### config.mk
export PLATFORM = sky130hd
export DESIGN_NAME = ext_interrupt_wake_control
export DESIGN_NICKNAME = d
export VERILOG_FILES = /design/src/logic/ext_int_pkg.sv /design/src/logic/sticky_flag.sv /design/src/logic/wake_frame_matcher.sv /design/src/logic/ext_interrupt_wake_control.sv
export SDC_FILE = /design/constraint.sdc
export NUM_CORES = 1
export LEC_CHECK = 0
export ABC_CLOCK_PERIOD_IN_PS = 2610
export BUFFER_PORTS_ARGS = -buffer_cell sky130_fd_sc_hd__buf_2
export CORE_MARGIN = 2
export CORE_UTILIZATION = 42
export CTS_CLUSTER_DIAMETER = 120
export DETAILED_ROUTE_END_ITERATION = 10
export GPL_TIMING_DRIVEN = 1
export PLACE_DENSITY = 0.83
export SETUP_SLACK_MARGIN = 0.02
export SYNTH_ARGS = -nofsm -noshare
export SYNTH_HDL_FRONTEND = slang
export SYNTH_SLANG_ARGS = --single-unit
### constraint.sdc
create_clock -name clock -period 2.61 [get_ports clock]
set_clock_uncertainty 0.1 [all_clocks]
set_input_delay 0.3915 -clock clock [delete_from_list [all_inputs] [get_ports clock]]
set_output_delay 0.3915 -clock clock [all_outputs]
set_load 0.01 [all_outputs]
### src/logic/ext_int_pkg.sv
// constants and carrier types for the extended control and interrupt group
// Overview of operation
// RULE1: last tx enable cleared by hard/soft reset
// RULE2: reserved fields read back as zero
// RULE3: own bus master errors set system flag
// RULE4: parity error sets flag regardless of response
// RULE5: system flag with enable drives request pin
// RULE6: pci status clears leave system flag
// RULE7: system flag write-one clear, hard/soft reset
// RULE8: system enable cleared by hard/soft reset
// RULE9: excessive deferral sets deferral flag
// RULE10: deferral flag with enable drives request
// RULE11: deferral flag write-one clear, hard reset
// RULE12: deferral enable cleared only by hard reset
// RULE13: accept bit clear needs station address match
// RULE14: accept bit set takes any destination
// RULE15: wake needs sixteen repeated station addresses
// RULE16: accept bit ored with its duplicate
// RULE17: accept bit cleared by hard/soft reset
// RULE18: valid wake frame in wake mode sets flag
// RULE19: wake flag requests only with both enables
// RULE20: wake flag cleared by write, resets, stop
// RULE21: wake enable gates summary, hard/soft reset
// RULE22: wake mode needs host enable and mode
// RULE23: summary ors enabled flags, drives pin
package ext_int_pkg;

    // ********************************
    // register map
    // ********************************
    localparam int ADDR_W = 12;
    localparam logic [ADDR_W-1:0] REG_CTRL_INT = 12'h014;
    localparam logic [ADDR_W-1:0] REG_WAKE_AUX = 12'h1D0;
    localparam logic [31:0] CTRL_INT_RESET = 32'h0000_0000;

    // ********************************
    // field positions
    // ********************************
    localparam int BIT_LAST_TX_EN = 14;
    localparam int BIT_SYS_FLAG = 11;
    localparam int BIT_SYS_EN = 10;
    localparam int BIT_EXD_FLAG = 7;
    localparam int BIT_EXD_EN = 6;
    localparam int BIT_ANY_ADDR = 5;
    localparam int BIT_WAKE_FLAG = 4;
    localparam int BIT_WAKE_EN = 3;
    localparam int BIT_WAKE_HOST = 2;
    localparam int BIT_WAKE_MODE = 1;
    localparam int BIT_ANY_ADDR_DUP = 6;

    // ********************************
    // wake frame shape
    // ********************************
    localparam int ADDR_BYTES = 6;
    localparam int ADDR_REPS = 16;

    // ********************************
    // carriers
    // ********************************
    typedef struct packed {
        logic parity;
        logic master_abort;
        logic target_abort;
    } bus_err_s;

    typedef struct packed {
        logic valid;
        logic start;
        logic last;
        logic good;
        logic [7:0] data;
    } rx_byte_s;

endpackage

### src/logic/sticky_flag.sv
// write-one-clear event flag where a set beats any clear
`timescale 1ns/10ps
`default_nettype none
module sticky_flag (
    // clock and reset
    input wire logic clock,
    input wire logic rst_n,
    // set and clear terms
    input wire logic set_evt,
    input wire logic clear_w1c,
    input wire logic clear_sync,
    // flag
    output logic flag
);
    // ********************************
    // flag storage
    // ********************************
    always_ff @(posedge clock or negedge rst_n) begin
        if (!rst_n) begin
            flag <= 1'b0;
        end else if (set_evt) begin
            flag <= 1'b1;
        end else if (clear_w1c || clear_sync) begin
            flag <= 1'b0;
        end
    end
endmodule
`default_nettype wire

### src/logic/wake_frame_matcher.sv
// wake frame recogniser: destination check plus repeated station address
`timescale 1ns/10ps
`default_nettype none
module wake_frame_matcher
    import ext_int_pkg::*;
#(
    parameter int NBYTES = ADDR_BYTES,
    parameter int NREPS = ADDR_REPS
) (
    // clock and reset
    input wire logic clock,
    input wire logic rst_n,
    // receive byte stream
    input wire ext_int_pkg::rx_byte_s rx,
    // configuration
    input wire logic [8*NBYTES-1:0] station_phys_address,
    input wire logic any_accept,
    input wire logic mode_active,
    // result
    output logic frame_hit
);
    import ext_int_pkg::*;
    localparam int IW = $clog2(NBYTES + 1);
    localparam int RW = $clog2(NREPS + 1);
    localparam logic [IW-1:0] LAST_IDX = IW'(NBYTES - 1);
    localparam logic [RW-1:0] FULL_REPS = RW'(NREPS);

    logic [IW-1:0] dst_cnt;
    logic dst_ok;
    logic [IW-1:0] idx;
    logic [RW-1:0] reps;
    logic seen;

    // ********************************
    // byte selection
    // ********************************
    wire [7:0] want_dst = station_phys_address[8*dst_cnt +: 8];
    wire [7:0] want_seq = station_phys_address[8*idx +: 8];
    wire [7:0] want_first = station_phys_address[7:0];
    wire in_dst = rx.valid && (rx.start || dst_cnt != IW'(NBYTES));
    wire seq_hit = rx.valid && rx.data == want_seq;
    wire group_done = seq_hit && idx == LAST_IDX;
    wire first_hit = rx.data == want_first;
    // destination filter only, payload test is independent [RULE14]
    wire dst_pass = dst_ok || any_accept; // [RULE13]
    wire rep_pass = seen || (group_done && reps == FULL_REPS - RW'(1)); // [RULE15]

    // ********************************
    // tracking
    // ********************************
    always_ff @(posedge clock or negedge rst_n) begin
        if (!rst_n) begin
            dst_cnt <= '0;
            dst_ok <= 1'b0;
            idx <= '0;
            reps <= '0;
            seen <= 1'b0;
            frame_hit <= 1'b0;
        end else begin
            frame_hit <= rx.valid && rx.last && rx.good && mode_active && dst_pass && rep_pass;
            if (rx.valid && rx.start) begin
                dst_cnt <= IW'(1);
                dst_ok <= rx.data == want_first;
            end else if (in_dst) begin
                dst_cnt <= dst_cnt + IW'(1);
                dst_ok <= dst_ok && rx.data == want_dst;
            end
            // a broken run restarts, the mismatching byte may open a new one
            if (rx.valid && (rx.start || rx.last)) begin
                idx <= (!rx.last && first_hit) ? IW'(1) : '0;
                reps <= '0;
                seen <= 1'b0;
            end else if (group_done) begin
                idx <= '0;
                reps <= (reps == FULL_REPS) ? reps : reps + RW'(1);
                seen <= rep_pass;
            end else if (seq_hit) begin
                idx <= idx + IW'(1);
            end else if (rx.valid) begin
                idx <= first_hit ? IW'(1) : '0;
                reps <= '0;
            end
        end
    end
endmodule
`default_nettype wire

### src/logic/ext_interrupt_wake_control.sv
// extended control and interrupt field group with wake frame detection
`timescale 1ns/10ps
`default_nettype none
module ext_interrupt_wake_control
    import ext_int_pkg::*;
(
    // clock and reset
    input wire logic clock,
    input wire logic rst_n,
    // controller resets and stop
    input wire logic soft_reset,
    input wire logic stop_cmd,
    // register port
    input wire logic [ext_int_pkg::ADDR_W-1:0] addr,
    input wire logic [31:0] wdata,
    input wire logic wr,
    input wire logic rd,
    output logic [31:0] rdata,
    // bus master error events
    input wire ext_int_pkg::bus_err_s bus_err,
    input wire logic parity_response_enable,
    // pci status clear strobes
    input wire logic data_parity_status_clr,
    input wire logic rx_master_abort_status_clr,
    input wire logic rx_target_abort_status_clr,
    // transmitter events
    input wire logic excess_defer_evt,
    // receive stream
    input wire ext_int_pkg::rx_byte_s rx,
    input wire logic [47:0] station_phys_address,
    // interrupt gating from elsewhere
    input wire logic master_int_enable,
    // outputs
    output logic last_tx_int_enable,
    output logic wake_mode_active,
    output logic int_summary,
    output logic int_request_pin
);
    import ext_int_pkg::*;

    // ********************************
    // control bits
    // ********************************
    logic sys_err_enable;
    logic excess_defer_enable;
    logic wake_any_addr_accept;
    logic wake_any_addr_accept_dup;
    logic wake_frame_enable;
    logic wake_host_enable;
    logic wake_mode_select;

    // ********************************
    // flags
    // ********************************
    logic sys_err_flag;
    logic excess_defer_flag;
    logic wake_frame_flag;
    logic wake_hit;

    // ********************************
    // decode
    // ********************************
    wire sel_main = addr == REG_CTRL_INT;
    wire sel_aux = addr == REG_WAKE_AUX;
    wire wr_main = wr && sel_main;
    wire wr_aux = wr && sel_aux;
    wire w1c_sys = wr_main && wdata[BIT_SYS_FLAG];
    wire w1c_exd = wr_main && wdata[BIT_EXD_FLAG];
    wire w1c_wake = wr_main && wdata[BIT_WAKE_FLAG];

    // ********************************
    // event terms
    // ********************************
    // parity counts even with response disabled [RULE4]
    wire sys_err_evt = bus_err.parity || bus_err.master_abort || bus_err.target_abort; // [RULE3]
    // pci status clears feed nothing here on purpose [RULE6]
    wire status_clr_any = data_parity_status_clr || rx_master_abort_status_clr || rx_target_abort_status_clr;
    wire unused_ok = parity_response_enable ^ status_clr_any;
    wire wake_any_eff = wake_any_addr_accept || wake_any_addr_accept_dup; // [RULE16]
    wire next_mode = wake_host_enable && wake_mode_select; // [RULE22]

    // ********************************
    // interrupt terms
    // ********************************
    // system errors bypass the master enable, which the error itself drops [RULE5]
    wire sys_req = sys_err_flag && sys_err_enable;
    wire exd_req = excess_defer_flag && excess_defer_enable; // [RULE10]
    wire wake_req = wake_frame_flag && wake_frame_enable && master_int_enable; // [RULE19] [RULE21]
    wire next_summary = sys_req || exd_req || wake_req; // [RULE23]

    // ********************************
    // read mux
    // ********************************
    // reserved positions are driven to zero rather than left floating [RULE2]
    wire [31:0] main_word = {
        17'h0_0000,
        last_tx_int_enable,
        2'h0,
        sys_err_flag,
        sys_err_enable,
        2'h0,
        excess_defer_flag,
        excess_defer_enable,
        wake_any_addr_accept,
        wake_frame_flag,
        wake_frame_enable,
        wake_host_enable,
        wake_mode_select,
        1'h0
    };
    wire [31:0] aux_word = {25'h000_0000, wake_any_addr_accept_dup, 6'h00};
    wire [31:0] next_rdata = !rd ? 32'h0000_0000 :
        sel_main ? main_word :
        sel_aux ? aux_word : 32'h0000_0000;

    // ********************************
    // controls cleared by hard and soft reset
    // ********************************
    always_ff @(posedge clock or negedge rst_n) begin
        if (!rst_n) begin
            last_tx_int_enable <= CTRL_INT_RESET[BIT_LAST_TX_EN];
            sys_err_enable <= CTRL_INT_RESET[BIT_SYS_EN];
            wake_any_addr_accept <= CTRL_INT_RESET[BIT_ANY_ADDR];
            wake_frame_enable <= CTRL_INT_RESET[BIT_WAKE_EN];
            wake_host_enable <= CTRL_INT_RESET[BIT_WAKE_HOST];
            wake_mode_select <= CTRL_INT_RESET[BIT_WAKE_MODE];
        end else if (soft_reset) begin
            // stop is not listed here, these survive it
            last_tx_int_enable <= 1'b0; // [RULE1]
            sys_err_enable <= 1'b0; // [RULE8]
            wake_any_addr_accept <= 1'b0; // [RULE17]
            wake_frame_enable <= 1'b0; // [RULE21]
            wake_host_enable <= 1'b0;
            wake_mode_select <= 1'b0;
        end else if (wr_main) begin
            last_tx_int_enable <= wdata[BIT_LAST_TX_EN]; // [RULE1]
            sys_err_enable <= wdata[BIT_SYS_EN]; // [RULE8]
            wake_any_addr_accept <= wdata[BIT_ANY_ADDR]; // [RULE13] [RULE14]
            wake_frame_enable <= wdata[BIT_WAKE_EN];
            wake_host_enable <= wdata[BIT_WAKE_HOST];
            wake_mode_select <= wdata[BIT_WAKE_MODE];
        end
    end

    // ********************************
    // control cleared only by hard reset
    // ********************************
    always_ff @(posedge clock or negedge rst_n) begin
        if (!rst_n) begin
            excess_defer_enable <= CTRL_INT_RESET[BIT_EXD_EN]; // [RULE12]
        end else if (wr_main) begin
            excess_defer_enable <= wdata[BIT_EXD_EN];
        end
    end

    // ********************************
    // duplicate accept bit
    // ********************************
    always_ff @(posedge clock or negedge rst_n) begin
        if (!rst_n) begin
            wake_any_addr_accept_dup <= 1'b0;
        end else if (soft_reset) begin
            wake_any_addr_accept_dup <= 1'b0;
        end else if (wr_aux) begin
            wake_any_addr_accept_dup <= wdata[BIT_ANY_ADDR_DUP];
        end
    end

    // ********************************
    // status outputs and read data
    // ********************************
    always_ff @(posedge clock or negedge rst_n) begin
        if (!rst_n) begin
            rdata <= 32'h0000_0000;
            int_summary <= 1'b0;
            wake_mode_active <= 1'b0;
        end else begin
            rdata <= next_rdata;
            int_summary <= next_summary; // [RULE23]
            wake_mode_active <= next_mode; // [RULE22]
        end
    end

    // pin follows the summary; one flop, no extra gating [RULE23]
    assign int_request_pin = int_summary;

    // ********************************
    // flag cells
    // ********************************
    // a set in the clearing cycle wins, so no event is lost
    sticky_flag u_sys_flag (
        .clock(clock),
        .rst_n(rst_n),
        .set_evt(sys_err_evt), // [RULE3]
        .clear_w1c(w1c_sys), // [RULE7]
        .clear_sync(soft_reset), // [RULE7]
        .flag(sys_err_flag)
    );

    sticky_flag u_exd_flag (
        .clock(clock),
        .rst_n(rst_n),
        .set_evt(excess_defer_evt), // [RULE9]
        .clear_w1c(w1c_exd), // [RULE11]
        .clear_sync(1'b0),
        .flag(excess_defer_flag)
    );

    sticky_flag u_wake_flag (
        .clock(clock),
        .rst_n(rst_n),
        .set_evt(wake_hit), // [RULE18]
        .clear_w1c(w1c_wake), // [RULE20]
        .clear_sync(soft_reset || stop_cmd), // [RULE20]
        .flag(wake_frame_flag)
    );

    // ********************************
    // wake frame recognition
    // ********************************
    wake_frame_matcher #(
        .NBYTES(ADDR_BYTES),
        .NREPS(ADDR_REPS)
    ) u_matcher (
        .clock(clock),
        .rst_n(rst_n),
        .rx(rx),
        .station_phys_address(station_phys_address),
        .any_accept(wake_any_eff), // [RULE16]
        .mode_active(wake_mode_active), // [RULE18]
        .frame_hit(wake_hit)
    );
endmodule
`default_nettype wire

# --- Word-level counts from Yosys, hierarchy flattened ---
# Cells that the tools add are included.
word_totals:
  elab_cells: 122
  out_inout_bits: 36
  ff_bits: 42
op_classes:
  reduce_logical: 46
  n_shift: 2
  n_eq_ne: 11
  add_sub_neg: 3
  mux: 40
ops:
  columns: ["operator", "n"]
  rows:
  - ["$shiftx A48 B7 Y8", 2]
  - ["$mux W15", 2]
  - ["$mux W1", 26]
  - ["$mux W5", 5]
  - ["$eq A8 B8 Y1", 3]
  - ["$logic_and A1 B1 Y1", 23]
  - ["$mux W3", 6]
  - ["$reduce_bool A2 Y1", 7]
  - ["$eq A12 B5 Y1 const B", 1]
  - ["$eq A12 B9 Y1 const B", 1]
  - ["$logic_or A1 B1 Y1", 12]
  - ["$ne A3 B3 Y1 const B", 3]
  - ["$mux W7", 1]
  - ["$add A3 B1 Y3 const B", 2]
  - ["$add A5 B1 Y5 const B", 1]
  - ["$eq A5 B4 Y1 const B", 1]
  - ["$eq A5 B5 Y1 const B", 1]
  - ["$reduce_bool A4 Y1", 1]
  - ["$eq A3 B3 Y1 const B", 1]
  - ["$reduce_and A3 Y1", 1]
  - ["$reduce_bool A3 Y1", 1]
  - ["$logic_not A1 Y1", 1]

# --- Logic depth before layout (Yosys ltp) ---
# Gate-level depths: netlist (run 1).
logic_depth:
  depth_word: 8
  depth_mapped: 9
  ltp_nobuf: 7

# --- Cells and area by module ---
# A second synthesis (run 1) with hierarchy kept.
hier_totals:
  hier_cells: 324
  area_unflattened_um2: 3259.4
modules_own_cells:
  columns: ["module", "area_each_um2", "cells_each", "instances"]
  rows:
  - ["wake_frame_matcher", 2033.2, 217, 1]
  - ["ext_interrupt_wake_control", 1117.3, 98, 1]
  - ["sticky_flag", 36.3, 3, 3]

# --- Least setup slack after synthesis (run 1) ---
# No wires, ideal clock.
synth_path:
  path_type: "register to register"
  from: "register u_matcher.idx[0]"
  to: "register u_matcher.idx[0]"
  path_stages_with_launch: 9
  setup_slack_ns: -0.030
  t_required_ns: 2.379
  synth_period_minus_slack_ns: 2.640
  t_arrival_ns: 2.408
  path_buffers: 1
  cell_sequence: "dfrtp_1 -> buf_6 -> mux4_2 -> a22oi_2 -> mux2i_1 -> nand3b_4 -> nor4_4 -> o221ai_1 -> or3_1"
synth_via:
  elab_chain_cells: 6
  elab_cells_between_ends: 10
  cone_classes: "1 x add/sub; 2 x eq/ne; 1 x shift; 3 x mux; 3 x reduce/logical"
synth_lines:
  columns: ["element", "line", "rtl"]
  rows:
  - ["start, declared", "wake_frame_matcher.sv:30", "logic [IW-1:0] idx;"]
  - ["start signal, assigned", "wake_frame_matcher.sv:70", "idx <= (!rx.last && first_hit) ? IW'(1) : '0;"]
  - ["start signal, assigned", "wake_frame_matcher.sv:78", "idx <= idx + IW'(1);"]
  - ["start signal, assigned", "wake_frame_matcher.sv:80", "idx <= first_hit ? IW'(1) : '0;"]
  - ["$shiftx A48 B7 Y8", "wake_frame_matcher.sv:38", "wire [7:0] want_seq = station_phys_address[8*idx +: 8];"]
  - ["$eq A8 B8 Y1", "wake_frame_matcher.sv:41", "wire seq_hit = rx.valid && rx.data == want_seq;"]
  - ["$logic_and A1 B1 Y1", "wake_frame_matcher.sv:41", null]
  - ["$mux W3 or $logic_and A1 B1 Y1 (tied branches)", "wake_frame_matcher.sv:77, wake_frame_matcher.sv:42", null]
  - ["$mux W3", "wake_frame_matcher.sv:73", "end else if (group_done) begin"]
  - ["$mux W3", "wake_frame_matcher.sv:69", "if (rx.valid && (rx.start || rx.last)) begin"]
# Several ways; a longest one is shown, not always the timed one.
# A chain may end at the register's enable or synchronous reset.

# --- Worst setup path in the final report (run 1) ---
# Ends and elaborated chain as after synthesis.

==> flow_summary.toml, run 1 <==
[status]
status = "finished, violations left"
violations = "setup timing"

[floorplanning]
start_util_pct = 42.9
ioPinCount = 155
core_area_mm2 = 0.00718
die_w_um = 89.6
fp.dieH_um = 89.6
dieArea_mm2 = 0.00803
rows = 31

[global_route]
first_global_vias = 2742
top_usage_layer = "met2"
antenna_found_initial = 0
grt_max_degree = 38
use_met1_pct = 22.5
use_met2_pct = 34.3
grt_pass1_wl_um = 12000
grt-ovfl-total = 0
grt_use_met3_pct = 4.02
track_usage_pct = 19.2

[detailed_routing]
drc = 0
routed_via_density = 5.23
drtIter0Drc = 196
antenna_left = 0
routedWlPerCell_um = 15.4
wl_um = 7990
vias = 2717
first_pass_iters = 4

[layout]
final_util_pct = 55.0
multi_input_area_mm2 = 0.00204
regArea_um2 = 927
final_common_cell = "buf_2"
syn_to_final_growth_pct = 28.2
num-nets-final = 546
fin_area_mm2 = 0.00395
fillCellCount = 595
antenna_cells = 0
drive_gt1_share_pct = 45.1
most-common-layout-cells = "buf_2, dfrtp_1, conb_1"

[synthesis]
ys.flop_type = "dfrtp_1"
yosysUniqueCellTypes = 55
async_flop_share_pct = 100
synth_area_mm2 = 0.00308
yosysWarnings = 0
synth_cells = 304
synth-edff-count = 0
syn_avg_cell_area_um2 = 10.1
synth_seq_area_share_pct = 30.1
yosys_register_bits = 37

[clock_tree]
cts_htree_levels = 2
cts.sinks = 37
cts_hold_buf = 0
numCtsBuffers = 5
clockRootBuffer = "clkbuf_8"
insertion_delay_ps = 290
path_clk_slew_ps = 70
cts_tree = "built"
cts_buffer_depth = 2

[placement]
io_buffer_count = 106
pre_cts_slack_ps = -97.5
placed_cell_area_mm2 = 0.00368
place.gp.congestion = 0.865
dpl.hpwl_um = 6030

[timing]
relSlewSlack_pct = 46.9
timing.final.ws_setup_ps = -4.79
fmax_ghz = 0.382
slew_viol_final = 0
rsz0062_at_grt = "true"
setup_violations = 1
tightest_slew_ps = 796
fin_crit_sh_pct = 100
fin_crit_ps = 2610
hold_violations = 0

[setup_path]
cp.required_ps = 2680
critPathLaunchType = "flop"
path_max_fanout = 5
arrival_ps = 2680
crit_path_end_kind = "flop"
timing_worst_setup_path_type = "reg2reg"

[pwr]
p_leak_nw = 1.85
ir_worst_vdd_v = 0.000188
p_sw_mw = 0.454
combPwrFrac_pct = 31.1
p_per_area_mw_per_mm2 = 385
internal-power_mw = 1.07
clkPwrFrac_pct = 29.1
switching_share_pct = 29.9
seq_power_share_pct = 39.8

[worst_hold_path]
min_path_type = "in2async"

[job]
cap_violations = 0
cell type report:
| cell class | instances | area share, % |
|---|---|---|
| sequential | 37 | 23.5 |
| clock buffer | 7 | 2.44 |
| timing repair buffer | 125 | 18.1 |
| tap | 99 | 3.14 |
| multi-input combinational | 240 | 51.7 |
| inverter | 11 | 1.05 |
| clock inverter | 1 | 0.127 |
worst max-delay path: stages (launching register included):
cell and delay [ps]:
dfrtp_2 460, buf_6 130, buf_6 110, buf_4 130, mux2_4 290, a22oi_2 220
xnor2_2 160, nand3b_4 170, nor4_4 40, buf_4 160, nor3b_2 140, or3_1 370
metal layers:
layer	up-vias	part of all wire [%]
li1	1298	-
met1	1332	38
met2	71	56
met3	16	4.1
met4	0	1.7
met5	-	0
final timing paths:
path                                                    start                              to  slack [ps]  cells past startpoint
min in group clock                           excess_defer_evt     u_exd_flag.flag$_DFFE_PN0P_         180                      2
worst max-delay path             u_matcher.idx[0]$_DFFE_PN0P_    u_matcher.idx[0]$_DFFE_PN0P_          -5                     11
worst max register to register   u_matcher.idx[0]$_DFFE_PN0P_    u_matcher.idx[0]$_DFFE_PN0P_          -5                     11
worst min-delay path                                    rst_n  last_tx_int_enable$_DFFE_PN0P_          80                      1
worst min register to register  u_matcher.frame_hit$_DFF_PN0_    u_wake_flag.flag$_DFFE_PN0P_         340                      1
max in group asynchronous                               rst_n    u_matcher.idx[0]$_DFFE_PN0P_        1770                      1
cell usage after synthesis (all sizes together), types with 2 or more instances:
master,instances,area (um^2)
and4,2,17.5
and3,12,75.1
nor2,21,78.8
nor4b,2,17.5
nand3,4,20.0
dfrtp,37,926
nand2,16,60.1
xnor2,12,105
clkbuf,5,18.8
a22oi,15,136
and2,4,25.0
nor4,8,80.1
mux2i,14,140
nand4,2,12.5
o22a,2,17.5
a21oi,6,30.0
xor2,13,121
mux2,15,173
mux4,15,338
nand4b,2,17.5
inv,10,37.5
o21ai,13,65.1
nor3,6,30.0
ha,7,87.6
nand2b,7,43.8
nor2b,3,18.8
o211ai,2,15.0
buf,32,238
state kept, by name, summed over array words and instances, names as in the netlist, 3 cells and up:
| signal | flops |
|---|---|
| rdata | 10 |
| u_matcher.reps | 5 |
| u_matcher.dst_cnt | 3 |
| u_matcher.idx | 3 |
repair_timing:
item / CTS / global route
setup endpoints to repair: 9 / 10
buffers inserted: 4 / 2
pin swaps: 3 / 14
cloned: 0 / 0
resized for setup: 3 / 22
kinds of logic (layout without fill, tap and decap cells):
group / after synthesis / in the layout / share of synthesized area, %
AND/OR/NAND/NOR: 95 / 95 / 18.0
adder cells (fa/ha/maj): 7 / 7 / 2.85
XOR/XNOR: 25 / 25 / 7.36
AO/OA/AOI/OAI: 47 / 47 / 10.8
multiplexers: 44 / 44 / 21.1
flip-flops: 37 / 37 / 30.1
other: 1 / 22 / 0.122
buffers and inverters: 48 / 144 / 9.67
through the flow:
| stage | hold WS, ps | instances | power, mW | TNS [ps] |
|---|---|---|---|---|
| floorplan | -4.09 | 325 | 0.921 | 0 |
| global placement | 333 | 507 | 1.06 | -32.4 |
| detailed placement | 328 | 507 | 1.07 | -458 |
| CTS | 119 | 519 | 1.51 | 0 |
| global route | 155 | 520 | 1.59 | -201 |
| finish | 76.9 | 520 | 1.52 | -4.79 |
power by group through the flow:
stage               logic (mW)  registers [mW]  clock network, mW
floorplan                0.321           0.600                  0
finish                   0.473           0.605              0.443
detailed placement       0.455           0.615                  0
global placement         0.442           0.613                  0
CTS                      0.460           0.603              0.445
global route             0.514           0.605              0.475
No activity file was read; power rests on OpenSTA's default activity.
==> run 2: changes to the inputs <==
Settings changed: REMOVE_ABC_BUFFERS set to 1.
==> run 2 against run 1 <==
  * The run still ends with setup timing left
  * First-iteration DRC count shrank 15%
  * Global-route usage increased by 0.82 points
  * Setup slack got worse by 10 ps
  * Power up 6.1%
  * Die area unchanged
  * Sequential cell count unchanged
  * Critical path depth decreased by 1
  * Largest cell class unchanged
  * Highest routed layer unchanged
==> flow_summary.toml, run 2 (synthesized netlist as in run 1, its figures left out) <==
[pwr]
combPwrFrac_pct = 29.6
p_per_area_mw_per_mm2 = 409
p_leak_nw = 1.86
p_sw_mw = 0.473
seq_power_share_pct = 37.4
power_mw = 1.61
clkPwrFrac_pct = 33.0
internal-power_mw = 1.14
switching_share_pct = 29.3
ir_worst_vdd_v = 0.000197

[setup_path]
path_max_fanout = 4
cp.required_ps = 2690
critical_path.max_stage_delay_ps = 530
crit_family = "simple AND/OR/NAND/NOR gates"
cpMaxStageDelayCell = "mux4_2"
cp.buffers_inverters = 3
crit_top_cell = "buf_6"
startpoint = "u_matcher.idx[0]$_DFFE_PN0P_"
critPathLaunchType = "flop"
crit_path_end_kind = "flop"
cp_cell_sequence = "buf_6 > buf_6 > mux4_2 > a22oi_4 > xor2_2 > nand3b_4 > nor4_4 > buf_4 > nor3_2 > or3_1"
timing.rr.start = "u_matcher.idx[0]$_DFFE_PN0P_"
arrival_ps = 2700
timing_worst_setup_path_type = "reg2reg"

[global_route]
grt-ovfl-total = 0
grt_max_degree = 38
track_usage_pct = 20.0
first_global_vias = 2726
grt_pass1_wl_um = 12500
antenna_found_initial = 0

[layout]
syn_to_final_growth_pct = 28.0
layout.cells.non_filler = 525
antenna_cells = 0
final_util_pct = 54.9
reg_top3 = "rdata: 10 flops, u_matcher.reps: 5 flops"
most-common-layout-cells = "buf_2, dfrtp_1, conb_1"
top_register = "rdata"
num-nets-final = 551
fin_area_mm2 = 0.00394
fillCellCount = 613
drive_gt1_share_pct = 44.6
final_common_cell = "buf_2"
largest_reg_flops = 10

[timing]
hold_violations = 0
fin_tns_setup_ps = -14.9
setup_violations = 1
slew_viol_final = 0
fmax_ghz = 0.381
relSlewSlack_pct = 46.3
timing.final.ws_setup_ps = -14.9
tightest_slew_ps = 805
fin_crit_ps = 2620
rsz0062_at_grt = "true"
fin_crit_sh_pct = 101
whs_ps = 65.3

[floorplanning]
start_util_pct = 42.9
ioPinCount = 155
fp.dieH_um = 89.6
rows = 31
dieArea_mm2 = 0.00803
core_area_mm2 = 0.00718
die_w_um = 89.6

[detailed_routing]
first_pass_iters = 4
antenna_left = 0
routedWlPerCell_um = 15.7
wl_um = 8220
drtIter0Drc = 167
vias = 2806
drc = 0
routed_via_density = 5.34

[clock_tree]
numCtsBuffers = 5
cts.sinks = 37
cts_htree_levels = 2
insertion_delay_ps = 300
cts_hold_buf = 0
cts_tree = "built"
cts_buffer_depth = 2
clockRootBuffer = "clkbuf_8"
path_clk_slew_ps = 80

[worst_hold_path]
min_path_type = "in2async"

[placement]
pre_cts_slack_ps = -62.0
io_buffer_count = 106
dp_cells = 511
placed_cell_area_mm2 = 0.00370
dpl.hpwl_um = 6200
place.gp.congestion = 0.921

[status]
violations = "setup timing"
status = "finished, violations left"

[job]
cap_violations = 0
run 2: cell type report:
type / instances / area [um^2] / share of cell area [%]
Clock inverter: 2 / 37.5 / 0.952
Tap cell: 99 / 124 / 3.14
Sequential cell: 37 / 927 / 23.5
Clock buffer: 6 / 82.6 / 2.10
Multi-Input combinational cell: 240 / 1990 / 50.4
Timing Repair Buffer: 130 / 742 / 18.8
Inverter: 11 / 41.3 / 1.05
run 2: metal layers:
layer  track usage, %  up-vias  wire (um)
met3             4.11       19        416
met5                0        -          0
met4             7.19        0        205
met2             34.6      100       4510
met1             24.6     1381       3090
li1                 -     1306          -
run 2: worst reg2reg max path, stage by stage (launching register included):
cell and delay, ps:
dfrtp_2 440, buf_6 120, buf_6 110, mux4_2 530, a22oi_4 190, xor2_2 240, nand3b_4 110, nor4_4 180
buf_4 170, nor3_2 30, or3_1 300
run 2: power by group through the flow:
| stage | clock network, mW | logic, mW | registers (mW) |
|---|---|---|---|
| 3_3_place_gp | 0 | 0.448 | 0.614 |
| 3_5_place_dp | 0 | 0.463 | 0.614 |
| 4_1_cts | 0.532 | 0.466 | 0.603 |
| 2_1_floorplan | 0 | 0.265 | 0.620 |
| 5_1_grt | 0.554 | 0.521 | 0.604 |
| 6_report | 0.532 | 0.476 | 0.603 |
run 2: final timing paths:
| check | end | slack (ps) | cells after the start |
|---|---|---|---|
| hold / removal | u_sys_flag.flag$_DFFE_PN0P_ | 70 | 1 |
| setup reg to reg | u_matcher.idx[0]$_DFFE_PN0P_ | -10 | 10 |
| setup / recovery | u_matcher.idx[0]$_DFFE_PN0P_ | -10 | 10 |
| hold reg to reg | u_wake_flag.flag$_DFFE_PN0P_ | 350 | 1 |
| max in group asynchronous | u_matcher.idx[0]$_DFFE_PN0P_ | 1770 | 1 |
| min in group clock | u_exd_flag.flag$_DFFE_PN0P_ | 160 | 2 |
run 2: timing repair:
item	CTS	global route
endpoints found under the setup margin	7	10
pin swaps	2	12
setup buffers	1	5
gates cloned	0	0
resized for setup	1	17
==> run 3: changes to the inputs <==
Settings changed: ABC_CLOCK_PERIOD_IN_PS 2610 to 2900, CORE_UTILIZATION 42 to 47, GPL_ROUTABILITY_DRIVEN set to 0, PLACE_DENSITY 0.83 to 0.88.
Clock period 2.61 ns to 2.9 ns, I/O delays scaled along.
==> run 3 against run 2 <==
  * The flow now finishes without violations
  * Cell count down 6.9%
  * Critical path depth down 2
  * Sequential power down 10%
  * Combinational power down 15%
  * Sequential cell count unchanged
  * Setup slack better by 110 ps
  * Power down 15%
  * Count of clock-buffer cells in the layout down 1
  * Worst hold slack better by 76 ps
  * Register-to-register slack better by 110 ps
  * First-iteration DRC count down 1.2%
==> flow_summary.toml, run 3 (synthesized netlist as in run 1, its figures left out) <==
[detailed_routing]
first_pass_iters = 4
routed_via_density = 5.60
wl_met1_um = 3010
drc = 0
vias = 2740
route.met2.wl_um = 4500
antenna_left = 0
drtIter0Drc = 165
routed.top_layer = "met4"
wl_met3_um = 394
routedWlPerCell_um = 16.5
wl_um = 8080

[timing]
hold_violations = 0
tightest_slew_ps = 820
setup_violations = 0
timing.final.ws_setup_ps = 90.5
fin_crit_ps = 2810
fin_crit_sh_pct = 96.9
fmax_ghz = 0.356
rsz0062_at_grt = "false"
whs_ps = 141
relSlewSlack_pct = 45.3
slew_viol_final = 0

[layout]
multi_input_area_mm2 = 0.00193
antenna_cells = 0
most-common-layout-cells = "buf_2, dfrtp_1, conb_1"
top_register = "rdata"
num-nets-final = 538
regArea_um2 = 926
reg_top3 = "rdata: 10 flops, u_matcher.reps: 5 flops"
largest_reg_flops = 10
final_common_cell = "buf_2"
layout.cells.non_filler = 489
fillCellCount = 509
fin_area_mm2 = 0.00371
syn_to_final_growth_pct = 20.7
drive_gt1_share_pct = 39.6

[clock_tree]
cts_hold_buf = 0
cts_htree_levels = 2
cts_tree = "built"
clockRootBuffer = "clkbuf_8"
cts_setup_buffers = 0
insertion_delay_ps = 290
path_clk_slew_ps = 70
cts_resized = 0
cts.sinks = 37
cts_buffer_depth = 2
numCtsBuffers = 5

[floorplanning]
fp.dieH_um = 84.9
core_area_mm2 = 0.00635
start_util_pct = 48.5
rows = 29
ioPinCount = 155
dieArea_mm2 = 0.00721
die_w_um = 84.9

[pwr]
switching_share_pct = 29.2
power_mw = 1.38
internal-power_mw = 0.974
p_per_area_mw_per_mm2 = 371
ir_worst_vdd_v = 0.000217
combPwrFrac_pct = 29.4
clkPwrFrac_pct = 31.1
p_leak_nw = 1.78
p_sw_mw = 0.402
seq_power_share_pct = 39.4

[setup_path]
cp.buffers_inverters = 1
timing_worst_setup_path_type = "reg2reg"
cp_cell_sequence = "buf_4 > nand2b_1 > mux4_2 > xor2_1 > o211ai_1 > nor4_4 > o221ai_1 > or3_1"
timing.rr.start = "u_matcher.idx[1]$_DFFE_PN0P_"
critical_path.max_stage_delay_ps = 480
critPathLaunchType = "flop"
cp.required_ps = 2970
ff2ff_path_depth = 8
r2r-end = "u_matcher.idx[0]$_DFFE_PN0P_"
path_max_fanout = 9
regToRegSetupSlack_ps = 90
crit_path_end_kind = "flop"
arrival_ps = 2880
crit_family = "simple AND/OR/NAND/NOR gates"
cpMaxStageDelayCell = "mux4_2"

[placement]
pre_cts_slack_ps = 117
dpl.hpwl_um = 6310
placed_cell_area_mm2 = 0.00359
io_buffer_count = 106
dp_cells = 480

[global_route]
grt-ovfl-total = 0
grt_max_degree = 38
track_usage_pct = 21.7
first_global_vias = 2762
grt_pass1_wl_um = 12700
antenna_found_initial = 0

[job]
cap_violations = 0

[status]
status = "finished clean"

[worst_hold_path]
min_path_type = "in2async"
run 3: metal layers:
| layer | vias to the layer above | GRT usage (%) |
|---|---|---|
| met3 | 18 | 3.60 |
| li1 | 1278 | - |
| met4 | 0 | 7.50 |
| met5 | - | 0 |
| met1 | 1349 | 24.9 |
| met2 | 95 | 40.6 |
run 3: area by class of cell:
class,instances,share of cell area [%]
sequential,37,24.9
timing repair buffer,117,16.5
clock inverter,2,0.943
inverter,11,1.11
clock buffer,5,1.85
multi-input combinational,240,52.1
tap,77,2.59
run 3: worst reg2reg max path: stages (launching register included):
cell and delay (ps):
dfrtp_1 410, buf_4 190, nand2b_1 150, mux4_2 480
xor2_1 260, o211ai_1 190, nor4_4 330, o221ai_1 180
or3_1 390
run 3: worst max path at each step:
stage / from / end / slack [ps] / cells past startpoint
floorplan: u_matcher.idx[0]$_DFFE_PN0P_ / u_matcher.idx[0]$_DFFE_PN0P_ / -50 / 7
global placement: station_phys_address[2] / u_matcher.idx[0]$_DFFE_PN0P_ / 160 / 8
detailed placement: station_phys_address[2] / u_matcher.idx[0]$_DFFE_PN0P_ / 120 / 8
CTS: u_matcher.idx[0]$_DFFE_PN0P_ / u_matcher.idx[0]$_DFFE_PN0P_ / 110 / 8
global route: u_matcher.idx[0]$_DFFE_PN0P_ / u_matcher.idx[0]$_DFFE_PN0P_ / 6 / 8
finish: u_matcher.idx[1]$_DFFE_PN0P_ / u_matcher.idx[0]$_DFFE_PN0P_ / 90 / 8
run 3: power by group through the flow:
stage,Sequential [mW],Clock [mW],Combinational [mW]
detailed placement,0.552,0,0.400
floorplan,0.558,0,0.238
finish,0.542,0.429,0.405
global placement,0.551,0,0.382
global route,0.543,0.448,0.435
CTS,0.542,0.434,0.401
run 3: stage by stage:
step	util, %	setup TNS, ps
final	58.5	0
after global routing	58.5	0
after CTS	58.2	0
after global placement	56.6	0
after floorplan	-	-50.3
after detailed placement	56.6	0
